<file path="config.mk">
export PLATFORM = sky130hd
export DESIGN_NAME = pic_controller
export DESIGN_NICKNAME = d
export VERILOG_FILES = /design/src/design/pic_pkg.sv /design/src/design/pic_arb_if.sv /design/src/design/pic_arbiter.sv /design/src/design/pic_controller.sv
export SDC_FILE = /design/constraint.sdc
export NUM_CORES = 1
export LEC_CHECK = 0
export ABC_AREA = 1
export BUFFER_PORTS_ARGS = -buffer_cell sky130_fd_sc_hd__buf_2
export CORE_MARGIN = 2
export CORE_UTILIZATION = 50
export DETAILED_ROUTE_END_ITERATION = 8
export PLACE_DENSITY = 0.71
export SLEW_MARGIN = 20
export SYNTH_ARGS = -nofsm -noshare
export SYNTH_HDL_FRONTEND = slang
export SYNTH_SLANG_ARGS = --single-unit
</file>
<file path="constraint.sdc">
create_clock -name aclk -period 28.3 [get_ports aclk]
set_input_delay 7.075 -clock aclk [delete_from_list [all_inputs] [get_ports aclk]]
set_output_delay 7.075 -clock aclk [all_outputs]
set_load 0.01 [all_outputs]
</file>
<file path="src/design/pic_pkg.sv">
// Shared constants, types and decode helpers of the interrupt controller
package pic_pkg;
    localparam int              NSLOT          = 24;
    localparam int              NCH            = 26;
    localparam int              NLVLREG        = 12;
    localparam int              NDMA           = 4;
    localparam int              NSTAT          = 5;
    localparam int              CH_NMI         = 0;
    localparam int              CH_WDT         = 1;
    localparam int              CH_SLOT0       = 2;
    localparam int              SLOT_EXT0      = 0;
    localparam int              SLOT_DMAEND0   = 20;
    localparam logic [NSLOT-1:0] SLOT_USED     = 24'hFFDFFF;
    localparam logic [7:0]      IDX_DMAV0      = 8'h80;
    localparam logic [7:0]      IDX_CLR        = 8'h88;
    localparam logic [7:0]      IDX_MODE       = 8'h8C;
    localparam logic [7:0]      IDX_STAT       = 8'hB0;
    localparam logic [7:0]      IDX_MASK       = 8'hB1;
    localparam logic [7:0]      LVL_IDX [NLVLREG] = '{8'h90, 8'h93, 8'h95, 8'h96, 8'h97, 8'h99,
                                                      8'h9B, 8'h9C, 8'h9D, 8'h9E, 8'hA0, 8'hA1};
    localparam int              MODE_EDGE_BIT  = 2;
    localparam int              MODE_LEVEL_BIT = 1;
    localparam int              MODE_NMI_BOTH  = 0;
    localparam int              STAT_NMI_BIT   = 4;
    localparam logic [2:0]      RST_MODE       = 3'h0;
    localparam logic [2:0]      RST_LEVEL      = 3'h0;
    localparam logic [5:0]      RST_DMAV       = 6'h00;
    localparam logic [NSTAT-1:0] RST_STAT      = 5'h00;
    localparam logic [2:0]      LVL_NMI        = 3'h7;
    localparam logic [2:0]      LVL_OFF        = 3'h0;
    // Vector numbering base is arbitrary; channel i uses base plus i
    localparam logic [5:0]      VEC_BASE       = 6'h08;
    localparam logic [1:0]      RESP_OKAY      = 2'h0;
    localparam logic [1:0]      RESP_SLVERR    = 2'h2;

    typedef logic [4:0] pic_chan_t;
    typedef logic [2:0] pic_level_t;

    function automatic logic pic_lvl_enabled(input pic_level_t code);
        return (code != 3'h0) && (code != 3'h7);
    endfunction : pic_lvl_enabled

    function automatic logic [5:0] pic_chan_vector(input int ch);
        return VEC_BASE + 6'(ch);
    endfunction : pic_chan_vector
endpackage : pic_pkg

</file>
<file path="src/design/pic_arb_if.sv">
// Carrier between the controller and its priority selector
`timescale 1ns/10ps
interface pic_arb_if;
    import pic_pkg::*;
    logic [NCH-1:0] pending;
    pic_level_t     level [NCH];
    logic           win_valid;
    pic_chan_t      win_idx;
    pic_level_t     win_level;
    modport ctrl (output pending, output level, input win_valid, input win_idx, input win_level);
    modport arb  (input pending, input level, output win_valid, output win_idx, output win_level);
endinterface : pic_arb_if

</file>
<file path="src/design/pic_arbiter.sv">
// Priority selector: highest level wins, lowest channel on a tie
`timescale 1ns/10ps
module pic_arbiter
    import pic_pkg::*;
(
    pic_arb_if.arb arb
);
    logic       best_v;
    pic_chan_t  best_i;
    pic_level_t best_l;

    always_comb begin
        best_v = 1'b0;
        best_i = '0;
        best_l = LVL_OFF;
        for (int i = 0; i < NCH; i++) begin
            // Strict compare keeps the lower vector on equal levels
            if (arb.pending[i] && (arb.level[i] > best_l)) begin
                best_v = 1'b1;
                best_i = 5'(i);
                best_l = arb.level[i];
            end
        end
    end

    assign arb.win_valid = best_v;
    assign arb.win_idx   = best_i;
    assign arb.win_level = best_l;
endmodule : pic_arbiter

</file>
<file path="src/design/pic_controller.sv">
// Prioritized interrupt controller with AXI4-Lite register slave
//
// Design decision made here: the AXI4-Lite register port.
`timescale 1ns/10ps
module pic_controller
    import pic_pkg::*;
(
    // Clock and reset
    input  wire logic             aclk,
    input  wire logic             aresetn,
    // AXI4-Lite slave
    input  wire logic [31:0]      s_axi_awaddr,
    input  wire logic             s_axi_awvalid,
    output logic                  s_axi_awready,
    input  wire logic [31:0]      s_axi_wdata,
    input  wire logic [3:0]       s_axi_wstrb,
    input  wire logic             s_axi_wvalid,
    output logic                  s_axi_wready,
    output logic [1:0]            s_axi_bresp,
    output logic                  s_axi_bvalid,
    input  wire logic             s_axi_bready,
    input  wire logic [31:0]      s_axi_araddr,
    input  wire logic             s_axi_arvalid,
    output logic                  s_axi_arready,
    output logic [31:0]           s_axi_rdata,
    output logic [1:0]            s_axi_rresp,
    output logic                  s_axi_rvalid,
    input  wire logic             s_axi_rready,
    // Interrupt sources
    input  wire logic [NSLOT-1:0] periph_req,
    input  wire logic             ext0_pin,
    input  wire logic             nmi_n_pin,
    input  wire logic             wdt_req,
    // CPU side
    output logic                  cpu_irq_req,
    output logic [2:0]            cpu_irq_level,
    output logic [5:0]            cpu_irq_vector,
    input  wire logic             cpu_vector_ack,
    // DMA engine side
    output logic                  dma_req,
    output logic [1:0]            dma_chan,
    input  wire logic             dma_accept,
    input  wire logic [NDMA-1:0]  dma_burst_done,
    input  wire logic [NDMA-1:0]  dma_count_zero,
    // Summary interrupt
    output logic                  irq_out
);
    pic_arb_if arb_bus ();

    logic                  awready_reg, wready_reg, bvalid_reg, arready_reg, rvalid_reg;
    logic                  aw_hold_reg, w_hold_reg;
    logic [1:0]            bresp_reg, rresp_reg;
    logic [31:0]           rdata_reg;
    logic [7:0]            widx_reg;
    logic [7:0]            wdata_reg;
    logic                  wlane_reg;
    logic                  wr_en;
    logic [2:0]            mode_reg;
    pic_level_t            lvl_reg [NSLOT];
    logic [5:0]            dmav_reg [NDMA];
    logic [NCH-1:0]        flag_reg;
    logic [NCH-1:0]        set_vec, clr_ack, clr_sw, clr_dma, clr_burst, clr_lvl, clr_all;
    logic [NSTAT-1:0]      status_reg, mask_reg;
    logic                  irq_req_reg, dma_req_reg, irq_out_reg;
    pic_level_t            irq_level_reg;
    logic [5:0]            irq_vector_reg;
    logic [1:0]            dma_chan_reg;
    pic_chan_t             pres_idx_reg;
    logic                  ext0_s1, ext0_s2, ext0_s3, nmi_s1, nmi_s2, nmi_s3;
    logic                  ext0_evt, nmi_evt;
    logic [2:0]            win_dma;
    logic                  ack_now, dacc_now;
    logic [31:0]           rd_data;
    logic                  rd_hit;

    pic_arbiter u_arb (
        .arb (arb_bus.arb)
    );

    // DMA vector lookup: hit flag and lowest matching channel number
    function automatic logic [2:0] dma_match(input logic [5:0] v);
        logic [2:0] r;
        r = 3'h0;
        for (int n = NDMA - 1; n >= 0; n--) begin
            if ((dmav_reg[n] != RST_DMAV) && (dmav_reg[n] == v)) begin
                r = {1'b1, 2'(n)};
            end
        end
        return r;
    endfunction : dma_match

    // ---------------- AXI4-Lite write path ----------------
    assign wr_en = aw_hold_reg && w_hold_reg && !bvalid_reg;

    always_ff @(posedge aclk) begin
        if (!aresetn) begin
            awready_reg <= 1'b1;
            wready_reg  <= 1'b1;
            aw_hold_reg <= 1'b0;
            w_hold_reg  <= 1'b0;
            bvalid_reg  <= 1'b0;
            bresp_reg   <= RESP_OKAY;
            widx_reg    <= 8'h00;
            wdata_reg   <= 8'h00;
            wlane_reg   <= 1'b0;
        end else begin
            if (s_axi_awvalid && awready_reg) begin
                widx_reg    <= s_axi_awaddr[9:2];
                aw_hold_reg <= 1'b1;
                awready_reg <= 1'b0;
            end
            if (s_axi_wvalid && wready_reg) begin
                wdata_reg  <= s_axi_wdata[7:0];
                wlane_reg  <= s_axi_wstrb[0];
                w_hold_reg <= 1'b1;
                wready_reg <= 1'b0;
            end
            if (wr_en) begin
                aw_hold_reg <= 1'b0;
                w_hold_reg  <= 1'b0;
                bvalid_reg  <= 1'b1;
                bresp_reg   <= addr_known(widx_reg) ? RESP_OKAY : RESP_SLVERR;
            end
            if (bvalid_reg && s_axi_bready) begin
                bvalid_reg  <= 1'b0;
                awready_reg <= 1'b1;
                wready_reg  <= 1'b1;
            end
        end
    end

    function automatic logic addr_known(input logic [7:0] idx);
        logic k;
        k = (idx == IDX_CLR) || (idx == IDX_MODE) || (idx == IDX_STAT) || (idx == IDX_MASK);
        for (int n = 0; n < NDMA; n++) begin
            k = k || (idx == IDX_DMAV0 + 8'(n));
        end
        for (int r = 0; r < NLVLREG; r++) begin
            k = k || (idx == LVL_IDX[r]);
        end
        return k;
    endfunction : addr_known

    // ---------------- AXI4-Lite read path ----------------
    always_comb begin
        rd_data = 32'h0000_0000;
        rd_hit  = addr_known(s_axi_araddr[9:2]);
        for (int r = 0; r < NLVLREG; r++) begin
            if (s_axi_araddr[9:2] == LVL_IDX[r]) begin
                rd_data[7:0] = {flag_reg[CH_SLOT0 + 2*r + 1], lvl_reg[2*r + 1],
                                flag_reg[CH_SLOT0 + 2*r], lvl_reg[2*r]};
            end
        end
        for (int n = 0; n < NDMA; n++) begin
            if (s_axi_araddr[9:2] == IDX_DMAV0 + 8'(n)) begin
                rd_data[5:0] = dmav_reg[n];
            end
        end
        if (s_axi_araddr[9:2] == IDX_STAT) begin
            rd_data[NSTAT-1:0] = status_reg;
        end
        if (s_axi_araddr[9:2] == IDX_MASK) begin
            rd_data[NSTAT-1:0] = mask_reg;
        end
    end

    always_ff @(posedge aclk) begin
        if (!aresetn) begin
            arready_reg <= 1'b1;
            rvalid_reg  <= 1'b0;
            rdata_reg   <= 32'h0000_0000;
            rresp_reg   <= RESP_OKAY;
        end else if (s_axi_arvalid && arready_reg) begin
            arready_reg <= 1'b0;
            rvalid_reg  <= 1'b1;
            rdata_reg   <= rd_data;
            rresp_reg   <= rd_hit ? RESP_OKAY : RESP_SLVERR;
        end else if (rvalid_reg && s_axi_rready) begin
            rvalid_reg  <= 1'b0;
            arready_reg <= 1'b1;
        end
    end

    // ---------------- Configuration registers ----------------
    always_ff @(posedge aclk) begin
        if (!aresetn) begin
            mode_reg <= RST_MODE;
        end else if (wr_en && wlane_reg && (widx_reg == IDX_MODE)) begin
            mode_reg <= wdata_reg[2:0];
        end
    end

    always_ff @(posedge aclk) begin
        for (int r = 0; r < NLVLREG; r++) begin
            if (!aresetn) begin
                lvl_reg[2*r]     <= RST_LEVEL;
                lvl_reg[2*r + 1] <= RST_LEVEL;
            end else if (wr_en && wlane_reg && (widx_reg == LVL_IDX[r])) begin
                lvl_reg[2*r]     <= wdata_reg[2:0];
                lvl_reg[2*r + 1] <= SLOT_USED[2*r + 1] ? wdata_reg[6:4] : RST_LEVEL;
            end
        end
    end

    // Software write wins over the count-zero clear of the same cycle
    always_ff @(posedge aclk) begin
        for (int n = 0; n < NDMA; n++) begin
            if (!aresetn) begin
                dmav_reg[n] <= RST_DMAV;
            end else if (wr_en && wlane_reg && (widx_reg == IDX_DMAV0 + 8'(n))) begin
                dmav_reg[n] <= wdata_reg[5:0];
            end else if (dma_count_zero[n]) begin
                dmav_reg[n] <= RST_DMAV;
            end
        end
    end

    // ---------------- Pin synchronisers and detectors ----------------
    always_ff @(posedge aclk) begin
        if (!aresetn) begin
            {ext0_s1, ext0_s2, ext0_s3} <= 3'h0;
            {nmi_s1, nmi_s2, nmi_s3}    <= 3'h7;
        end else begin
            {ext0_s1, ext0_s2, ext0_s3} <= {ext0_pin, ext0_s1, ext0_s2};
            {nmi_s1, nmi_s2, nmi_s3}    <= {nmi_n_pin, nmi_s1, nmi_s2};
        end
    end

    always_comb begin
        if (mode_reg[MODE_LEVEL_BIT]) begin
            ext0_evt = ext0_s2;
        end else if (mode_reg[MODE_EDGE_BIT]) begin
            ext0_evt = !ext0_s2 && ext0_s3;
        end else begin
            ext0_evt = ext0_s2 && !ext0_s3;
        end
        nmi_evt = (!nmi_s2 && nmi_s3) || (mode_reg[MODE_NMI_BOTH] && nmi_s2 && !nmi_s3);
    end

    // ---------------- Channel flags ----------------
    assign ack_now  = cpu_vector_ack && irq_req_reg;
    assign dacc_now = dma_accept && dma_req_reg;

    generate
        for (genvar c = 0; c < NCH; c++) begin : g_chan
            logic [NDMA-1:0] burst_hit;
            for (genvar n = 0; n < NDMA; n++) begin : g_burst
                assign burst_hit[n] = dma_burst_done[n] && (dmav_reg[n] != RST_DMAV)
                                      && (dmav_reg[n] == pic_chan_vector(c));
            end
            assign clr_ack[c]   = ack_now && (pres_idx_reg == 5'(c));
            assign clr_dma[c]   = dacc_now && (pres_idx_reg == 5'(c));
            assign clr_burst[c] = |burst_hit;
            assign clr_sw[c]    = wr_en && wlane_reg && (widx_reg == IDX_CLR)
                                  && (wdata_reg[5:0] == pic_chan_vector(c));
            if (c == CH_NMI) begin : g_nmi
                assign set_vec[c]       = nmi_evt;
                assign clr_lvl[c]       = 1'b0;
                assign arb_bus.level[c] = LVL_NMI;
            end else if (c == CH_WDT) begin : g_wdt
                assign set_vec[c]       = wdt_req;
                assign clr_lvl[c]       = 1'b0;
                assign arb_bus.level[c] = LVL_NMI;
            end else begin : g_mask
                localparam int S = c - CH_SLOT0;
                if (S == SLOT_EXT0) begin : g_ext
                    assign set_vec[c] = ext0_evt;
                    // Level mode drops the request once the pin falls
                    assign clr_lvl[c] = mode_reg[MODE_LEVEL_BIT] && !ext0_s2;
                end else if (S >= SLOT_DMAEND0) begin : g_tend
                    assign set_vec[c] = dma_count_zero[S - SLOT_DMAEND0];
                    assign clr_lvl[c] = 1'b0;
                end else begin : g_per
                    assign set_vec[c] = periph_req[S] && SLOT_USED[S];
                    assign clr_lvl[c] = 1'b0;
                end
                assign arb_bus.level[c] = (SLOT_USED[S] && pic_lvl_enabled(lvl_reg[S]))
                                          ? lvl_reg[S] : LVL_OFF;
            end
            assign arb_bus.pending[c] = flag_reg[c] && (arb_bus.level[c] != LVL_OFF);
        end
    endgenerate

    assign clr_all = clr_ack | clr_sw | clr_dma | clr_burst | clr_lvl;

    // A request arriving with its clear is kept
    always_ff @(posedge aclk) begin
        if (!aresetn) begin
            flag_reg <= '0;
        end else begin
            flag_reg <= set_vec | (flag_reg & ~clr_all);
        end
    end

    // ---------------- Presentation to CPU and DMA ----------------
    assign win_dma = (arb_bus.win_idx >= 5'(CH_SLOT0)) ? dma_match(pic_chan_vector(arb_bus.win_idx))
                                                       : 3'h0;

    // Drop the request in the cycle it is consumed to avoid a double take
    always_ff @(posedge aclk) begin
        if (!aresetn) begin
            irq_req_reg    <= 1'b0;
            dma_req_reg    <= 1'b0;
            irq_level_reg  <= LVL_OFF;
            irq_vector_reg <= 6'h00;
            dma_chan_reg   <= 2'h0;
            pres_idx_reg   <= '0;
        end else begin
            irq_req_reg    <= arb_bus.win_valid && !win_dma[2] && !ack_now && !dacc_now;
            dma_req_reg    <= arb_bus.win_valid && win_dma[2] && !ack_now && !dacc_now;
            irq_level_reg  <= arb_bus.win_level;
            irq_vector_reg <= pic_chan_vector(arb_bus.win_idx);
            dma_chan_reg   <= win_dma[1:0];
            pres_idx_reg   <= arb_bus.win_idx;
        end
    end

    // ---------------- Summary interrupt ----------------
    always_ff @(posedge aclk) begin
        if (!aresetn) begin
            status_reg  <= RST_STAT;
            mask_reg    <= RST_STAT;
            irq_out_reg <= 1'b0;
        end else begin
            if (wr_en && wlane_reg && (widx_reg == IDX_MASK)) begin
                mask_reg <= wdata_reg[NSTAT-1:0];
            end
            if (wr_en && wlane_reg && (widx_reg == IDX_STAT)) begin
                status_reg <= (status_reg & ~wdata_reg[NSTAT-1:0]) | {nmi_evt, dma_count_zero};
            end else begin
                status_reg <= status_reg | {nmi_evt, dma_count_zero};
            end
            irq_out_reg <= |(status_reg & mask_reg);
        end
    end

    assign s_axi_awready  = awready_reg;
    assign s_axi_wready   = wready_reg;
    assign s_axi_bvalid   = bvalid_reg;
    assign s_axi_bresp    = bresp_reg;
    assign s_axi_arready  = arready_reg;
    assign s_axi_rvalid   = rvalid_reg;
    assign s_axi_rdata    = rdata_reg;
    assign s_axi_rresp    = rresp_reg;
    assign cpu_irq_req    = irq_req_reg;
    assign cpu_irq_level  = irq_level_reg;
    assign cpu_irq_vector = irq_vector_reg;
    assign dma_req        = dma_req_reg;
    assign dma_chan       = dma_chan_reg;
    assign irq_out        = irq_out_reg;

    // ---------------- Checks ----------------
    flag_hold_a: assert property (@(posedge aclk) disable iff (!aresetn)
        1'b1 |=> ((($past(flag_reg) & ~$past(clr_all)) | $past(set_vec)) == flag_reg))
        else $error("flag did not hold or catch");
    ack_clear_a: assert property (@(posedge aclk) disable iff (!aresetn)
        (|(clr_ack & ~set_vec)) |=> ((flag_reg & $past(clr_ack & ~set_vec)) == '0))
        else $error("vector fetch left flag set");
    sw_clear_a: assert property (@(posedge aclk) disable iff (!aresetn)
        (|(clr_sw & ~set_vec)) |=> ((flag_reg & $past(clr_sw & ~set_vec)) == '0))
        else $error("clear write left flag set");
    burst_clear_a: assert property (@(posedge aclk) disable iff (!aresetn)
        (|(clr_burst & ~set_vec)) |=> ((flag_reg & $past(clr_burst & ~set_vec)) == '0))
        else $error("burst end left flag set");
    mask_level_a: assert property (@(posedge aclk) disable iff (!aresetn)
        (irq_req_reg && (pres_idx_reg >= 5'(CH_SLOT0)))
        |-> (irq_level_reg != LVL_OFF) && (irq_level_reg != LVL_NMI))
        else $error("disabled level presented");
    nmi_level_a: assert property (@(posedge aclk) disable iff (!aresetn)
        (irq_req_reg && (pres_idx_reg < 5'(CH_SLOT0))) |-> (irq_level_reg == LVL_NMI))
        else $error("nonmaskable not at level 7");
    dma_split_a: assert property (@(posedge aclk) disable iff (!aresetn)
        !(irq_req_reg && dma_req_reg))
        else $error("request on both paths");
    tend_stat_a: assert property (@(posedge aclk) disable iff (!aresetn)
        (|dma_count_zero) |=> ((status_reg[NDMA-1:0] & $past(dma_count_zero))
                               == $past(dma_count_zero)))
        else $error("transfer end not recorded");
    read_lat_a: assert property (@(posedge aclk) disable iff (!aresetn)
        (s_axi_arvalid && arready_reg) |=> rvalid_reg && !arready_reg)
        else $error("read answer late");
endmodule : pic_controller

</file>
==> flow_summary.rst, run 1 <==
.. list-table::
   :header-rows: 1

   * - Metric
     - Value
   * - Run status
     - complete, no violations
   * - Reg clk slew, reported paths
     - 80 ps
   * - Number of global-route vias before repair
     - 13279
   * - Worst rel slew slack
     - 22.7%
   * - PnR worst setup slack
     - 2710 ps
   * - Avg WL per Cell
     - 21.5 microns
   * - Antenna viol nets, final
     - 0
   * - Die Y
     - 168 microns
   * - Number of synthesized flops with an enable pin
     - 93
   * - Gate Count Post-Synth
     - 1956
   * - Top cell type by total area after synthesis
     - sky130_fd_sc_hd__edfxtp_1
   * - Final critical delay including setup and external delays
     - 25590 ps
   * - Iteration-0 DRC count of the detailed router
     - 1647
   * - Setup slack of the most critical reg-to-reg path
     - 2710 ps
   * - Total track usage
     - 36.2%
   * - Post-synth ARST share
     - 0%
   * - Maximum single-stage delay on the critical path
     - around 450 ps
   * - Largest fanout on the critical path
     - 25
   * - Horizontal die dimension
     - roughly 170 microns
   * - Library cell appearing most often on the critical path
     - sky130_fd_sc_hd__nand2_2
   * - Largest clock skew in the final design
     - a little over 20 ps
   * - Final worst path period share
     - 90.4%
   * - Number of antenna violations at the first check in global routing
     - 0
   * - Max cap viols
     - 0
   * - Number of design rule violations left after detail routing
     - 0
   * - Portion of the post-synthesis area used by sequential elements
     - 34.6%
   * - Post-synthesis register bit count
     - between 150 and 200
   * - Post-DR vias/cell
     - 5.93
   * - Max-slew violation count
     - 0
   * - Power per standard cell area
     - 57.4 nW/um^2
   * - Wire length of the first global-routing pass
     - 76800 microns
   * - Type of destination of the critical path
     - register
   * - Hold crit path type
     - reg -> reg
   * - Number of iterations in the first detailed-routing pass
     - 6
   * - Number of flip-flops in the largest register
     - 69
   * - Post-Synthesis Mean Instance Area
     - 6.90 sq um
   * - Total overflow reported by the global router
     - 0
   * - Std-Cell Core Area
     - 26700 sq um
   * - Largest vdd supply drop
     - 0.0406 mV
   * - Clock tree buffer depth
     - 2
   * - End point of the most critical hold path
     - ext0_s2
   * - Tightest Pin Transition
     - 1150 ps
   * - Total Die Area
     - 28300 sq um
   * - Count of filler cells inserted in the layout
     - 2674
   * - Root buffer cell
     - sky130_fd_sc_hd__clkbuf_16
   * - Multi-input gate area in the final layout
     - roughly 7400 sq um
   * - Kind of critical path
     - reg -> reg
   * - Final setup TNS
     - 0 ps
   * - Synth unique cells
     - between 50 and 60
   * - Worst reg2reg path endpoint
     - cpu_irq_req
   * - Clock tree from TritonCTS
     - yes
   * - Cell area after synthesis
     - 13500 sq um
   * - Number of vias in the routed layout
     - 14199
   * - Leakage
     - around 6.4 nW
   * - Diode insertion count for antenna repair
     - 0
   * - Yosys warns
     - 0
   * - Unrepaired setup endpoints after global routing
     - no
   * - Area share of the largest cell type after synthesis
     - between 20% and 30%
   * - Std-Cell Rows
     - 60
   * - Total area of sequential cells
     - 4670 sq um
   * - TritonCTS Buffers
     - 17
   * - Initial cell density of the core
     - 50.5%
   * - Cell with the biggest individual delay on the critical path
     - sky130_fd_sc_hd__edfxtp_1
   * - Boundary Pins
     - roughly 200
   * - Required arrival time at the worst endpoint
     - 28630 ps
   * - Maximum number of pins on one net before global-route repair
     - 58
   * - Sort of element at the start of the critical path
     - register
   * - Placement Setup Slack
     - between 800 and 900 ps
   * - Final weighted congestion in routability-driven placement
     - approximately 1.1
   * - TritonCTS sink count
     - 187
   * - Clock insertion delay at the later pin of the skew report
     - between 400 and 500 ps
   * - Critical path arrival
     - 25910 ps
   * - Final Hold Fails
     - 0
   * - Half-perimeter wire length after detailed placement
     - 41500 microns
   * - Hold Path Origin
     - ext0_s1
   * - Final number of setup-violating endpoints
     - 0
   * - R2R Path Start
     - lvl_reg[0][1]
   * - Dominant register cell in the synthesized netlist
     - sky130_fd_sc_hd__dfxtp_1
   * - Hold Path Cell Cnt
     - 2
   * - Number of buffers inserted for hold repair after clock tree synthesis
     - 0
   * - Number of buffer cells added on primary ports
     - 90
   * - Maximum level of the CTS H-tree
     - 4
   * - Total wirelength of the detailed-routed design
     - between 50000 and 60000 microns
   * - Number of nets at the end of the flow
     - 2212
   * - Fraction of final layout cells sized beyond drive strength 1
     - approximately 12%
   * - Achievable clock frequency
     - 39.1 MHz
   * - Relative area change from synthesis to final layout
     - 9.28%
   * - Largest cells by area after synthesis
     - sky130_fd_sc_hd__edfxtp_1, sky130_fd_sc_hd__dfxtp_1, sky130_fd_sc_hd__nor2_1, sky130_fd_sc_hd__nand2_1, sky130_fd_sc_hd__inv_1
   * - Worst r2r path cells
     - 173
==> per-stage QoR <==
step,instance area [sq um],cells,power [mW],util (%),hold WS (ps)
after floorplan,13600,1981,0.529,-,390
after global placement,14100,2357,0.600,52.9,396
after detailed placement,14100,2357,0.608,52.9,402
after CTS,14700,2389,0.838,55.0,421
after global routing,14700,2393,0.890,55.2,449
final,14700,2393,0.847,55.2,414
==> where the power goes <==
group          total [mW]  internal (mW)  leakage [nW]  switching (mW)
sequential          0.318          0.300          1.76          0.0175
combinational       0.293         0.0955          4.36           0.198
clock               0.235          0.119         0.276           0.116
total               0.847          0.515          6.39           0.332
==> per-layer routing <==
layer | global-route usage, % | routed length [microns]
met1 | 47.5 | 21500
met2 | 60.5 | 23800
met3 | 6.32 | 4410
met4 | 12.5 | 1690
met5 | 0 | 0
==> area by class of cell <==
class,count,area share (%)
repair inverters,1,0.0339
inverters,309,7.89
repair buffers,101,3.61
clock inverters,12,0.704
clock buffers,20,3.05
well taps,341,2.89
flip-flops and latches,187,31.7
multi-input cells,1422,50.1
==> timing repair <==
action,in CTS,in global routing
resized for setup,0,22
buffers inserted,0,3
endpoints found under the setup margin,0,15
==> worst max-delay path: cells and delay by family (launching register included) <==
| kind | cells | cell delay [ps] |
|---|---|---|
| AND/OR/NAND/NOR | 95 | 9020 |
| adder cells (fa/ha/maj) | 24 | 7510 |
| AO/OA/AOI/OAI | 46 | 7470 |
| buffers and inverters | 7 | 800 |
| flip-flops | 1 | 450 |
| XOR/XNOR | 1 | 200 |
==> how the worst max path moves through the flow <==
stage,start,to,slack (ps)
3_3_place_gp,lvl_reg[0][1],cpu_irq_req,1660
3_5_place_dp,lvl_reg[0][1],cpu_irq_req,830
6_report,lvl_reg[0][1],cpu_irq_req,2710
4_1_cts,lvl_reg[0][1],cpu_irq_req,740
5_1_grt,lvl_reg[0][1],cpu_irq_req,2
2_1_floorplan,lvl_reg[0][1],cpu_irq_req,4460
==> cells in the mapped netlist, drive strengths merged, types with 2 or more instances <==
master	count
a22oi	2
o31ai	11
a221oi	11
nor3	53
a21oi	128
o41ai	3
clkinv	3
edfxtp	93
nor2	338
nand2	369
ha	29
xnor2	6
buf	35
dfxtp	94
a31oi	23
o211ai	14
o21a	6
nand3	131
a32oi	8
a2111oi	7
nand4	27
o21ai	114
and3	3
inv	306
xor2	2
nor4	11
o311ai	5
o22ai	27
or2	8
a211oi	17
o221ai	10
clkbuf	28
a311oi	5
o32a	2
o2111ai	21
==> cell families (layout without fill, tap and decap cells) <==
kind of cell	after synthesis	in the layout	share of synthesized area, %
AND/OR/NAND/NOR	940	940	31.5
AO/OA/AOI/OAI	419	419	19.2
buffers and inverters	372	443	11.4
flip-flops	187	187	34.6
adder cells (fa/ha/maj)	29	29	2.69
XOR/XNOR	8	8	0.519
other	1	26	0.0278
==> layout by cell type (no fill, tap or decap), types with 6 or more instances in the layout <==
| cell type | n |
|---|---|
| sky130_fd_sc_hd__conb_1 | 26 |
| sky130_fd_sc_hd__inv_2 | 9 |
| sky130_fd_sc_hd__nand2_2 | 51 |
| sky130_fd_sc_hd__buf_2 | 90 |
| sky130_fd_sc_hd__o2111ai_1 | 21 |
| sky130_fd_sc_hd__xnor2_1 | 6 |
| sky130_fd_sc_hd__a21oi_1 | 128 |
| sky130_fd_sc_hd__or2_2 | 8 |
| sky130_fd_sc_hd__nor2_1 | 330 |
| sky130_fd_sc_hd__o221ai_1 | 10 |
| sky130_fd_sc_hd__nand2_1 | 308 |
| sky130_fd_sc_hd__nand3_1 | 107 |
| sky130_fd_sc_hd__o21a_1 | 6 |
| sky130_fd_sc_hd__o21ai_1 | 18 |
| sky130_fd_sc_hd__nand2_4 | 10 |
| sky130_fd_sc_hd__inv_1 | 296 |
| sky130_fd_sc_hd__dfxtp_1 | 94 |
| sky130_fd_sc_hd__nand4_1 | 27 |
| sky130_fd_sc_hd__o21ai_0 | 95 |
| sky130_fd_sc_hd__o22ai_1 | 27 |
| sky130_fd_sc_hd__nor2_2 | 7 |
| sky130_fd_sc_hd__a31oi_1 | 23 |
| sky130_fd_sc_hd__a221oi_1 | 11 |
| sky130_fd_sc_hd__o31ai_1 | 10 |
| sky130_fd_sc_hd__buf_4 | 11 |
| sky130_fd_sc_hd__nand3_2 | 22 |
| sky130_fd_sc_hd__a211oi_1 | 17 |
| sky130_fd_sc_hd__nor4_1 | 11 |
| sky130_fd_sc_hd__clkbuf_16 | 17 |
| sky130_fd_sc_hd__edfxtp_1 | 93 |
| sky130_fd_sc_hd__a32oi_1 | 8 |
| sky130_fd_sc_hd__a2111oi_0 | 7 |
| sky130_fd_sc_hd__o211ai_1 | 14 |
| sky130_fd_sc_hd__nor3_1 | 49 |
| sky130_fd_sc_hd__ha_1 | 29 |
No activity file was read; power rests on OpenSTA's default activity.
==> run 2, diff against run 1 <==
==> constraint.sdc (replaced) <==
create_clock -name aclk -period 28.3 [get_ports aclk]
set_input_delay 4.245 -clock aclk [delete_from_list [all_inputs] [get_ports aclk]]
set_output_delay 4.245 -clock aclk [all_outputs]
set_load 0.01 [all_outputs]
==> run 2 against run 1 <==
  * Count of clock-buffer cells in the layout shrank 1
  * Clock power grew 2%
  * Global-route usage shrank 0.82 points
  * Non-clock buffer count shrank 1
  * Routed wire length shrank 0.80%
  * Design area grew 0.12%
  * Die area is the same
  * Total power grew 0.71%
  * Worst setup slack lost 600 ps
  * Via count grew 0.15%
  * Largest power group unchanged
==> flow_summary.rst, run 2 (synthesized netlist as in run 1, its figures left out) <==
.. list-table::
   :header-rows: 1

   * - Metric
     - Value
   * - Total Die Area
     - 28300 sq um (unchanged)
   * - Avg WL per Cell
     - 21.4 microns (-0.76%)
   * - Std-Cell Rows
     - 60 (unchanged)
   * - Most common cell after layout, fill and taps aside
     - sky130_fd_sc_hd__nor2_1
   * - Wire length of the first global-routing pass
     - 75500 microns (-1.7%)
   * - Total overflow reported by the global router
     - 0 (unchanged)
   * - Final weighted congestion in routability-driven placement
     - 1.12 (+5.2%)
   * - Hold Path Cell Cnt
     - 1 (-1)
   * - Type of destination of the critical path
     - register
   * - Clock tree from TritonCTS
     - yes
   * - Max cap viols
     - 0 (unchanged)
   * - Multi-input gate area in the final layout
     - 7390 sq um (about the same)
   * - Power per standard cell area
     - 57.8 nW/um^2 (+0.59%)
   * - Diode insertion count for antenna repair
     - 0 (unchanged)
   * - Std-Cell Core Area
     - 26700 sq um (unchanged)
   * - Power spent charging and discharging nets
     - 0.335 mW (+0.90%)
   * - Maximum single-stage delay on the critical path
     - 460 ps (about the same)
   * - Iteration-0 DRC count of the detailed router
     - 1688 (+2.5%)
   * - Total wirelength of the detailed-routed design
     - 51100 microns (-0.80%)
   * - Final Hold Fails
     - 0 (unchanged)
   * - Number of buffers inserted for hold repair after clock tree synthesis
     - 0 (unchanged)
   * - Top metal layer carrying routed signals
     - met4
   * - Final critical delay including setup and external delays
     - 26190 ps (+602 ps)
   * - Worst r2r path cells
     - 167 (-3.5%)
   * - Metal3 WL
     - 4770 microns (+8.2%)
   * - Largest clock skew in the final design
     - 15.9 ps (-4.86 ps)
   * - Worst rel slew slack
     - 20.8% (-1.9 points)
   * - Die Y
     - 168 microns (unchanged)
   * - Switching power as a share of total power
     - 39.2% (+0.072 points)
   * - R2R Path Start
     - lvl_reg[0][0]
   * - Number of iterations in the first detailed-routing pass
     - 6 (unchanged)
   * - Number of global-route vias before repair
     - 12972 (-2.3%)
   * - Sequential share of power
     - 37.4% (-0.2 points)
   * - Tightest Pin Transition
     - 1190 ps (+35.4 ps)
   * - Worst reg2reg path endpoint
     - cpu_irq_req
   * - Clock insertion delay at the later pin of the skew report
     - 440 ps (about the same)
   * - Horizontal die dimension
     - 168 microns (unchanged)
   * - Required arrival time at the worst endpoint
     - 28630 ps (about the same)
   * - Boundary Pins
     - 199 (unchanged)
   * - Share of total power in the clock network
     - 28.2% (+0.4 points)
   * - Sort of element at the start of the critical path
     - register
   * - Largest fanout on the critical path
     - 25 (unchanged)
   * - Number of flip-flops in the largest register
     - 69 (unchanged)
   * - Final number of setup-violating endpoints
     - 0 (unchanged)
   * - Fraction of final layout cells sized beyond drive strength 1
     - 12.3% (about the same)
   * - Commonest non-fill, non-tap cells in the layout
     - sky130_fd_sc_hd__nor2_1, sky130_fd_sc_hd__nand2_1, sky130_fd_sc_hd__inv_1, sky130_fd_sc_hd__a21oi_1, sky130_fd_sc_hd__nand3_1
   * - Buffers plus inverters on the worst setup path
     - 7 (unchanged)
   * - Number of vias in the routed layout
     - 14221 (+0.15%)
   * - Clock tree buffer depth
     - 2 (unchanged)
   * - Half-perimeter wire length after detailed placement
     - 40900 microns (-1.3%)
   * - Crit-path leading delay family
     - simple AND/OR/NAND/NOR gates
   * - Length of routed wiring on met1
     - 21200 microns (-1.4%)
   * - Count of filler cells inserted in the layout
     - 2588 (-3.2%)
   * - Library cell appearing most often on the critical path
     - sky130_fd_sc_hd__nand2_2
   * - Total track usage
     - 35.4% (-0.82 points)
   * - Number of buffer cells added on primary ports
     - 90 (unchanged)
   * - Internal power
     - 0.518 mW (+0.60%)
   * - Reg clk slew, reported paths
     - 80 ps (about the same)
   * - Critical path arrival
     - 26510 ps (+600 ps)
   * - Maximum number of pins on one net before global-route repair
     - 66 (+14%)
   * - Placement Setup Slack
     - 891 ps (+59.0 ps)
   * - Final setup TNS
     - 0 ps (unchanged)
   * - Cell total after placement
     - 2357 (unchanged)
   * - End point of the most critical hold path
     - nmi_s2
   * - TritonCTS sink count
     - 187 (unchanged)
   * - Length of routed met2 wiring
     - 23300 microns (-2.4%)
   * - Final worst path period share
     - 92.5% (+2.1 points)
   * - TritonCTS Buffers
     - 17 (unchanged)
   * - Kind of critical path
     - reg -> reg
   * - Root buffer cell
     - sky130_fd_sc_hd__clkbuf_16
   * - Leakage
     - 6.40 nW (about the same)
   * - Setup slack of the most critical reg-to-reg path
     - 2110 ps (-600 ps)
   * - Cell with the biggest individual delay on the critical path
     - sky130_fd_sc_hd__ha_2
   * - Max-slew violation count
     - 0 (unchanged)
   * - Number of antenna violations at the first check in global routing
     - 2 (+2)
   * - Cell Count, Final, Fillers Out
     - 2392 (-0.042%)
   * - Achievable clock frequency
     - 38.2 MHz (-2.3%)
   * - Hold Path Origin
     - nmi_s1
   * - Share of total power in combinational logic
     - 34.5% (about the same)
   * - Number of nets at the end of the flow
     - 2211 (-0.045%)
   * - Number of design rule violations left after detail routing
     - 0 (unchanged)
   * - Initial cell density of the core
     - 50.5% (unchanged)
   * - Largest vdd supply drop
     - 0.0409 mV (+0.76%)
   * - Maximum level of the CTS H-tree
     - 4 (unchanged)
   * - Antenna viol nets, final
     - 0 (unchanged)
   * - Total area of sequential cells
     - 4670 sq um (unchanged)
   * - Run status
     - complete, no violations
   * - PnR worst setup slack
     - 2110 ps (-602 ps)
   * - Hold crit path type
     - reg -> reg
   * - Post-DR vias/cell
     - 5.95 (+0.20%)
   * - Relative area change from synthesis to final layout
     - 9.41%
[run 2: final cells by class]
class / count / share of cell area [%]
multi-input combinational: 1422 / 50.1
sequential: 187 / 31.7
inverter: 309 / 7.88
timing repair buffer: 100 / 3.56
clock buffer: 19 / 3.07
tap: 341 / 2.89
clock inverter: 13 / 0.839
timing repair inverter: 1 / 0.0339
[run 2: power by group through the flow]
stage                     combinational (mW)  clock, mW  sequential (mW)
final                                  0.294      0.240            0.319
after global routing                   0.325      0.250            0.320
after CTS                              0.285      0.240            0.318
after detailed placement               0.283          0            0.324
after global placement                 0.277          0            0.323
after floorplan                        0.210          0            0.319
[run 2: per-stage QoR]
step                power [mW]  cell area [sq um]  hold WS (ps)  utilization, %
finish                   0.853              14800           426            55.2
global route             0.895              14800           434            55.2
CTS                      0.842              14700           429            55.1
detailed placement       0.607              14100           411            52.9
global placement         0.600              14100           398            52.9
floorplan                0.529              13600           390               -
[run 2: per-layer routing]
metal,up-vias,track usage [%]
li1,6738,-
met1,6598,47.0
met2,772,57.8
met3,113,6.30
met4,0,13.4
met5,-,0
[run 2: how the worst max path moves through the flow]
stage / startpoint / end / cells after the start
after floorplan: lvl_reg[0][1] / cpu_irq_req / 160
after global placement: lvl_reg[0][1] / cpu_irq_req / 156
after detailed placement: lvl_reg[0][1] / cpu_irq_req / 156
after CTS: lvl_reg[0][1] / cpu_irq_req / 156
after global routing: lvl_reg[0][0] / cpu_irq_req / 166
final: lvl_reg[0][0] / cpu_irq_req / 167
[run 2: timing repair]
item | in CTS | in global routing
gates resized for setup | 0 | 17
setup buffers | 0 | 2
endpoints found under the setup margin | 0 | 14
